**config.mk**
```make
export PLATFORM = sky130hd
export DESIGN_NAME = dsc_core
export DESIGN_NICKNAME = d
export VERILOG_FILES = /design/src/dsc_pkg.sv /design/src/dsc_core.sv
export SDC_FILE = /design/constraint.sdc
export NUM_CORES = 2
export LEC_CHECK = 0
export ABC_AREA = 1
export BUFFER_PORTS_ARGS = -buffer_cell sky130_fd_sc_hd__buf_4
export CELL_PAD_IN_SITES_DETAIL_PLACEMENT = 2
export CELL_PAD_IN_SITES_GLOBAL_PLACEMENT = 2
export CORE_ASPECT_RATIO = 0.7
export CORE_MARGIN = 2
export CORE_UTILIZATION = 30
export CTS_CLUSTER_DIAMETER = 80
export DETAILED_ROUTE_END_ITERATION = 10
export GPL_TIMING_DRIVEN = 0
export PLACE_DENSITY_LB_ADDON = 0.12
export SETUP_SLACK_MARGIN = 0.4
export SLEW_MARGIN = 30
export SYNTH_ARGS = -nofsm -noshare
export SYNTH_HDL_FRONTEND = slang
export SYNTH_SLANG_ARGS = --single-unit
export TNS_END_PERCENT = 30
```
**constraint.sdc**
```tcl
create_clock -name pclk -period 14.6 [get_ports pclk]
set_clock_uncertainty 0.05 [all_clocks]
set_input_delay 2.92 -clock pclk [delete_from_list [all_inputs] [get_ports pclk]]
set_output_delay 2.92 -clock pclk [all_outputs]
set_load 0.02 [all_outputs]
```
**src/dsc_pkg.sv**
```systemverilog
// constants and types shared by the synthesizer core
package dsc_pkg;

	// ****************************************
	// register map
	// ****************************************
	localparam logic [7:0]  OFS_CTRL = 8'h00;
	localparam logic [7:0]  OFS_TUNE  = 8'h04;
	localparam logic [7:0]  OFS_PHASE = 8'h08;
	localparam logic [7:0]  OFS_SCALE = 8'h0c;
	localparam logic [7:0]  OFS_AUX  = 8'h10;
	localparam logic [7:0]  OFS_STAT = 8'h14;

	localparam int          CTRL_MOD_EN_BIT = 0;
	localparam int          CTRL_SINE_BIT   = 16;
	localparam int          CTRL_ISINC_BIT  = 22;

	localparam logic [31:0] CTRL_RST = 32'h0000_0000;
	localparam logic [31:0] TUNE_RST  = 32'h0000_0000;
	localparam logic [15:0] PHASE_RST = 16'h0000;
	localparam logic [13:0] SCALE_RST = 14'h3fff;
	localparam logic [7:0]  AUX_RST  = 8'h7f;

	typedef enum logic [2:0] {
		REG_CTRL = 3'b000,
		REG_TUNE  = 3'b001,
		REG_PHASE = 3'b010,
		REG_SCALE = 3'b011,
		REG_AUX  = 3'b100,
		REG_STAT = 3'b101,
		REG_NONE = 3'b111
	} dsc_reg_t;

	// ****************************************
	// modulation stream
	// ****************************************
	localparam logic [1:0]  DEST_FREQ  = 2'h1;
	localparam logic [1:0]  DEST_PHASE = 2'h2;
	localparam logic [1:0]  DEST_AMP   = 2'h3;
	localparam logic [1:0]  MOD_DIV    = 2'h3;
	localparam int          FIFO_DEPTH = 16;

	typedef struct packed {
		logic [1:0]  dest;
		logic [31:0] value;
	} dsc_mod_sample_t;

	// ****************************************
	// datapath
	// ****************************************
	localparam logic [15:0] QUARTER_TURN = 16'h4000;
	localparam logic [15:0] HALF_TURN    = 16'h8000;
	localparam logic [13:0] MAG_MAX      = 14'h1fff;
	localparam logic [13:0] DAC_MIDSCALE = 14'h2000;
	localparam int          FIR_SHIFT    = 13;
	localparam logic signed [13:0] FIR_TAP [0:3] = '{-14'sd35, 14'sd134, -14'sd562, 14'sd6729};

endpackage

```
**src/dsc_core.sv**
```systemverilog
// synthesizer core: bus slave, modulation fifo, phase accumulator, scaling, compensation filter
//
// Our own choices: the register offsets and the APB slave port.
`timescale 1ns/100ps
`default_nettype none

// ****************************************
// modulation sample fifo
// ****************************************
module dsc_fifo #(
	parameter int W = 34,
	parameter int D = 16
) (
	input  wire logic              clk,
	input  wire logic              rst_n,
	input  wire logic              in_valid,
	input  wire logic [W-1:0]      in_data,
	output logic                   in_ready,
	output logic                   out_valid,
	output logic [W-1:0]           out_data,
	input  wire logic              out_ready,
	output logic [$clog2(D):0]     level
);
	localparam int AW = $clog2(D);
	logic [W-1:0]  mem [0:D-1];
	logic [AW-1:0] wr_q;
	logic [AW-1:0] rd_q;
	logic [AW:0]   cnt_q;
	logic [AW:0]   cnt_d;
	logic          ready_q;
	wire           push = in_valid & ready_q;
	wire           pop  = out_valid & out_ready;

	assign cnt_d     = cnt_q + (AW+1)'(push) - (AW+1)'(pop);
	assign in_ready  = ready_q;
	assign out_valid = cnt_q != '0;
	assign out_data  = mem[rd_q];
	assign level     = cnt_q;

	always_ff @(posedge clk) begin
		if (push)
			mem[wr_q] <= in_data;
	end

	// ready is registered from the next count, so a full fifo refuses at once
	always_ff @(posedge clk or negedge rst_n) begin
		if (!rst_n) begin
			wr_q    <= '0;
			rd_q    <= '0;
			cnt_q   <= '0;
			ready_q <= 1'b0;
		end else begin
			wr_q    <= wr_q + AW'(push);
			rd_q    <= rd_q + AW'(pop);
			cnt_q   <= cnt_d;
			ready_q <= cnt_d != (AW+1)'(D);
		end
	end
endmodule

module dsc_core
	import dsc_pkg::*;
(
	input  wire logic            pclk,
	input  wire logic            presetn,
	input  wire logic [7:0]      paddr,
	input  wire logic            psel,
	input  wire logic            penable,
	input  wire logic            pwrite,
	input  wire logic [31:0]     pwdata,
	output logic [31:0]          prdata,
	output logic                 pready,
	output logic                 pslverr,
	input  wire logic            mod_valid,
	input  wire dsc_mod_sample_t mod_sample,
	output logic                 mod_ready,
	output logic [13:0]          dac_pos,
	output logic [13:0]          dac_neg,
	output logic [7:0]           fsc_code
);

	function automatic dsc_reg_t dsc_decode(input logic [7:0] a);
		if (a == OFS_CTRL)
			return REG_CTRL;
		else if (a == OFS_TUNE)
			return REG_TUNE;
		else if (a == OFS_PHASE)
			return REG_PHASE;
		else if (a == OFS_SCALE)
			return REG_SCALE;
		else if (a == OFS_AUX)
			return REG_AUX;
		else if (a == OFS_STAT)
			return REG_STAT;
		else
			return REG_NONE;
	endfunction

	function automatic logic [13:0] dsc_sat(input logic signed [31:0] v);
		if (v > 32'sd8191)
			return 14'h1fff;
		else if (v < -32'sd8191)
			return 14'h2001;
		else
			return v[13:0];
	endfunction

	// ****************************************
	// register file
	// ****************************************
	logic [31:0]     ctrl_q;
	logic [31:0]     tune_q;
	logic [15:0]     phase_ofs_q;
	logic [13:0]     scale_q;
	logic [7:0]      aux_q;
	logic [31:0]     prdata_q;
	logic            pready_q;
	logic            pslverr_q;
	logic [31:0]     acc_q;
	logic [4:0]      fifo_level;
	logic [31:0]     rd_mux;

	wire dsc_reg_t   idx   = dsc_decode(paddr);
	wire             setup = psel & ~penable;
	wire             wr_en = psel & penable & pready_q & pwrite;

	assign rd_mux = (idx == REG_CTRL) ? ctrl_q :
		(idx == REG_TUNE)  ? tune_q :
		(idx == REG_PHASE) ? {16'h0000, phase_ofs_q} :
		(idx == REG_SCALE) ? {18'h00000, scale_q} :
		(idx == REG_AUX)  ? {24'h000000, aux_q} :
		(idx == REG_STAT) ? {acc_q[31:16], 11'h000, fifo_level} : 32'h0000_0000;

	// no wait states: ready raised in the first access cycle
	always_ff @(posedge pclk or negedge presetn) begin
		if (!presetn) begin
			pready_q  <= 1'b0;
			pslverr_q <= 1'b0;
			prdata_q  <= 32'h0000_0000;
		end else begin
			pready_q  <= setup;
			pslverr_q <= setup & (idx == REG_NONE);
			if (setup)
				prdata_q <= pwrite ? 32'h0000_0000 : rd_mux;
		end
	end

	always_ff @(posedge pclk or negedge presetn) begin
		if (!presetn) begin
			ctrl_q <= CTRL_RST;
			tune_q      <= TUNE_RST;
			phase_ofs_q <= PHASE_RST;
			scale_q     <= SCALE_RST;
			aux_q       <= AUX_RST;
		end else if (wr_en) begin
			if (idx == REG_CTRL)
				ctrl_q <= pwdata;
			else if (idx == REG_TUNE)
				tune_q <= pwdata;
			else if (idx == REG_PHASE)
				phase_ofs_q <= pwdata[15:0];
			else if (idx == REG_SCALE)
				scale_q <= pwdata[13:0];
			else if (idx == REG_AUX)
				aux_q <= pwdata[7:0];
		end
	end

	assign prdata   = prdata_q;
	assign pready   = pready_q;
	assign pslverr  = pslverr_q;
	assign fsc_code = aux_q;

	// ****************************************
	// modulation path
	// ****************************************
	wire             mod_en = ctrl_q[CTRL_MOD_EN_BIT];
	logic [1:0]      gap_q;
	logic            fifo_valid;
	dsc_mod_sample_t fifo_out;
	logic [31:0]     wk_tune_q;
	logic [15:0]     wk_phase_q;
	logic [13:0]     wk_scale_q;

	// drain paced to one sample per four clocks
	wire             drain = mod_en & (gap_q == 2'h0);
	wire             pop   = drain & fifo_valid;

	dsc_fifo #(
		.W ($bits(dsc_mod_sample_t)),
		.D (FIFO_DEPTH)
	) u_fifo (
		.clk       (pclk),
		.rst_n     (presetn),
		.in_valid  (mod_valid),
		.in_data   (mod_sample),
		.in_ready  (mod_ready),
		.out_valid (fifo_valid),
		.out_data  (fifo_out),
		.out_ready (drain),
		.level     (fifo_level)
	);

	// with modulation off the stream stalls and registers steer the core
	always_ff @(posedge pclk or negedge presetn) begin
		if (!presetn) begin
			gap_q      <= 2'h0;
			wk_tune_q  <= TUNE_RST;
			wk_phase_q <= PHASE_RST;
			wk_scale_q <= SCALE_RST;
		end else if (!mod_en) begin
			gap_q      <= 2'h0;
			wk_tune_q  <= tune_q;
			wk_phase_q <= phase_ofs_q;
			wk_scale_q <= scale_q;
		end else begin
			gap_q <= pop ? MOD_DIV : gap_q - 2'(gap_q != 2'h0);
			if (pop && fifo_out.dest == DEST_FREQ)
				wk_tune_q <= fifo_out.value;
			if (pop && fifo_out.dest == DEST_PHASE)
				wk_phase_q <= fifo_out.value[15:0];
			if (pop && fifo_out.dest == DEST_AMP)
				wk_scale_q <= fifo_out.value[13:0];
		end
	end

	// ****************************************
	// phase and amplitude
	// ****************************************
	logic signed [13:0] amp_q;
	logic signed [13:0] scl_q;
	logic [15:0]        phase;
	logic [15:0]        pos_c;
	logic [15:0]        rem_c;
	logic [31:0]        par_c;
	logic [13:0]        mag_c;
	logic signed [28:0] scl_c;

	// offset added ahead of conversion; cosine is a quarter turn ahead
	assign phase = acc_q[31:16] + wk_phase_q + (ctrl_q[CTRL_SINE_BIT] ? 16'h0000 : QUARTER_TURN);
	// parabolic half-wave: cheap, no table, costs some harmonic purity
	assign pos_c = {1'b0, phase[14:0]};
	assign rem_c = HALF_TURN - pos_c;
	assign par_c = pos_c * rem_c;
	assign mag_c = par_c[28] ? MAG_MAX : {1'b0, par_c[27:15]};
	// scale by factor over two to fourteen
	assign scl_c = amp_q * $signed({1'b0, wk_scale_q});

	always_ff @(posedge pclk or negedge presetn) begin
		if (!presetn) begin
			acc_q <= 32'h0000_0000;
			amp_q <= 14'sh0000;
			scl_q <= 14'sh0000;
		end else begin
			acc_q <= acc_q + wk_tune_q;
			amp_q <= phase[15] ? -$signed(mag_c) : $signed(mag_c);
			scl_q <= scl_c[27:14];
		end
	end

	// ****************************************
	// compensation filter and dac
	// ****************************************
	logic signed [13:0] tap_q [0:6];
	logic signed [31:0] part [0:3];
	logic signed [31:0] fir_sum;
	logic signed [31:0] fir_norm;
	logic [13:0]        out_c;
	logic [13:0]        dac_pos_q;
	logic [13:0]        dac_neg_q;

	// symmetric pairs share one multiplier each
	genvar k;
	generate
		for (k = 0; k < 3; k++) begin : g_pair
			assign part[k] = FIR_TAP[k] * (32'(tap_q[k]) + 32'(tap_q[6-k]));
		end
	endgenerate
	assign part[3]  = FIR_TAP[3] * 32'(tap_q[3]);
	assign fir_sum  = part[0] + part[1] + part[2] + part[3];
	// tap sum 5803 over 8192 gives about -3 dB
	assign fir_norm = fir_sum >>> FIR_SHIFT;
	// bypass takes the centre tap so latency does not jump
	assign out_c    = ctrl_q[CTRL_ISINC_BIT] ? dsc_sat(fir_norm) : tap_q[3];

	always_ff @(posedge pclk or negedge presetn) begin
		if (!presetn) begin
			for (int i = 0; i < 7; i++)
				tap_q[i] <= 14'sh0000;
			dac_pos_q <= DAC_MIDSCALE;
			dac_neg_q <= ~DAC_MIDSCALE;
		end else begin
			tap_q[0] <= scl_q;
			for (int i = 1; i < 7; i++)
				tap_q[i] <= tap_q[i-1];
			// offset binary pair, negative leg complemented
			dac_pos_q <= out_c ^ DAC_MIDSCALE;
			dac_neg_q <= ~(out_c ^ DAC_MIDSCALE);
		end
	end

	assign dac_pos = dac_pos_q;
	assign dac_neg = dac_neg_q;

endmodule

`default_nettype wire

```
==> results by group <==
Status
  – Status: completed

Layout
  – Nets: 8543
  – P&R area growth vs syn: 14.41%
  – Share of post-route cells with drive strength above 1: around 7.7%

Global route
  – First-pass GRT wire length: 398800 µm
  – Vias in the first global route: 56540
  – Initial antenna violation count: 17
  – Largest net degree at the start of global routing: 78
  – Total Routing Usage GR: 23.44%
  – Grt total ovfl: 0

Timing
  – Fin crit share: 90.64%
  – Final setup violation count: 0
  – Min cycle time layout: 13.23 ns
  – Setup TNS: 0 ns
  – Max-slew violations: 0
  – Fmax: about 76 MHz
  – RSZ-0062 raised after global routing: false
  – Final Hold Vio Count: 0
  – Slew margin rel.: 31.38%
  – Actual slew at the worst max-slew pin: 1.026 ns

Route
  – DR WL/cell: 25.99 µm
  – Detailed Routing Iterations Pass 1: 6
  – Residual DRC: 0
  – Drt via density: 4.979
  – Final WL: 270000 µm
  – Final ANT Viol Nets: 0
  – Total number of vias: 51730
  – DR iter-0 viols: ~3900

Worst setup path
  – Crit Path Category: reg -> reg
  – R2R Path Start: tap_q[28]
  – CP peak stage delay: approximately 0.6 ns
  – Setup crit start kind: register
  – CP arrival: 13.74 ns
  – Worst EP required: ~15 ns
  – Worst Setup End Kind: register
  – CP endpoint: dac_pos[9]
  – FF-to-FF End: dac_pos[9]
  – Critical path depth: 52
  – Worst R2R Setup Slack: 1.37 ns
  – CP Max Fanout: 15
  – Crit path buffers/inverters: 9
  – CP max-delay cell: xor2_1
  – Family with the most delay on the worst path: adder cells
  – FF-to-FF path depth: 52
  – Crit path from: tap_q[28]

Clocking
  – PostCTS Resize Cnt: 0
  – Post-CTS Hold Fix Bufs: 0
  – H-tree level count: 3
  – Total CTS buffers: 107
  – Number of post-CTS setup repair buffers: 0
  – CTS tree: done
  – Bufs on Longest Clock Path: 3
  – CTS root buffer: clkbuf_16
  – Insertion delay to the later sink of the worst-skew pair: 0.80 ns
  – CTS clk-pin slew, worst paths: 0.06 ns
  – Clock Sinks: 944

Placement
  – RePlAce Congestion: 0.8359
  – Final HPWL DP: 218700 µm
  – Port bufs: 150

Yosys
  – Most used flip-flop cell after synthesis: edfxtp_1
  – YS warnings: 0
  – #FFs+latches synth: 944
  – Mapped Area: 68140 µm²
  – Synth unique cells: 70
  – Avg Synthesized Cell Area: just under 10 µm²
  – Register area share after synthesis: 38.75%
  – EDFF count, synth: 544
  – Cells after synthesis: 6948
  – Synth async-reset ratio: 42.37%

Die
  – Core area: 226000 µm²
  – I/O pin total: 151
  – Die Y-Extent: 402.7 µm
  – Initial Utilization: 30.15%
  – Die ar.: 231000 µm²
  – Die Span X: 573.6 µm
  – Core Rows: ~150

Min path
  – Hold WC Path Type: reg -> reg

Run
  – Max-Cap Viols: 0
==> metrics by stage <==
stage               util [%]  worst slack [ns]  cells  instance area (µm²)  hold slack (ns)
floorplan                  -             3.666   6959                68180           0.2812
global placement       32.35             1.282  10140                73100           0.2841
detailed placement     32.93             1.039  10190                74420           0.2879
CTS                    34.48            0.9930  10380                77910           0.2973
global route           34.49            0.5668  10380                77940           0.3039
finish                 34.50             1.367  10390                77960           0.2915
==> cells by family after synthesis <==
group	share of synthesized area (%)
other cells	0.01102
simple gates	10.98
buf+inv	8.876
flops	38.75
xor+xnor	2.492
compound gates	10.32
fa+ha+maj	28.51
mux	0.05876
==> routing by layer <==
metal | vias to the layer above | track usage, % | part of all wire, %
li1 | 23130 | - | -
met4 | 2 | 3.041 | 1.2
met2 | 1001 | 32.63 | 40
met1 | 27410 | 38.54 | 54
met5 | - | 0 | 0.0048
met3 | 187 | 3.137 | 5.0
==> cell usage after synthesis, types with 10 or more instances <==
cell,instances,area share [%]
fa_1,584,17
clkbuf_1,178,0.98
o21bai_1,22,0.24
nor4_1,12,0.11
dfstp_2,49,1.9
o31ai_1,26,0.29
o221ai_1,93,1.2
a211oi_1,10,0.11
xor2_1,117,1.5
nand2_1,1015,5.6
a21oi_1,285,2.1
inv_1,1332,7.3
a221oi_1,17,0.22
nand2_4,10,0.17
clkinv_1,13,0.072
nand2_2,11,0.10
xnor2_1,63,0.81
a21oi_2,14,0.18
buf_2,27,0.20
ha_1,618,11
nand4_1,31,0.28
nor3_1,33,0.24
o211ai_1,52,0.57
dfrtp_1,351,13
o21ai_0,484,3.6
or2_2,19,0.17
nor2_1,536,3.0
edfxtp_1,544,24
a31oi_1,11,0.10
o22ai_1,42,0.39
inv_2,15,0.083
o21ai_1,65,0.48
a21o_1,23,0.25
nand3_1,133,0.98
==> placed cells by master (no fill, tap or decap), types with 157 or more instances in the layout <==
cell and instances:
a21oi_1 285, buf_4 157, inv_1 1331, o21ai_0 483, nor2_1 520, fa_1 584
nand2_1 1015, edfxtp_1 544, dfrtp_1 351, ha_1 618, clkbuf_1 201
==> worst min-delay path by stage <==
stage | slack (ns) | from | endpoint | cells after the start
floorplan | 0.28 | scl_q[0] | tap_q[84] | 0
detailed placement | 0.29 | scl_q[13] | tap_q[97] | 0
finish | 0.29 | scl_q[10] | tap_q[94] | 0
global placement | 0.28 | scl_q[3] | tap_q[87] | 0
CTS | 0.30 | scl_q[10] | tap_q[94] | 0
global route | 0.30 | scl_q[13] | tap_q[97] | 0
==> layout make-up <==
type,instances,area (µm²)
buffer,222,952.2
inverter,1360,5105
clock inverter,55,645.6
fill,24710,148000
tap,3034,3796
timing repair buffer,193,2268
clock buffer,141,2845
multi-input combinational,4433,35920
antenna,8,20.02
sequential,944,26410
==> registers in the layout, summed over array words and instances, names as in the netlist, 16 cells and up <==
register and cells:
phase_ofs_q 16, tap_q 98, wk_tune_q 32, wk_phase_q 16, u_fifo.mem 544, prdata 32, ctrl_q 32, tune_q 32
acc_q 32
Power is left out: the tool's default activity adds up to more than one toggle a clock period on the data nets, which glitch-free logic cannot reach.
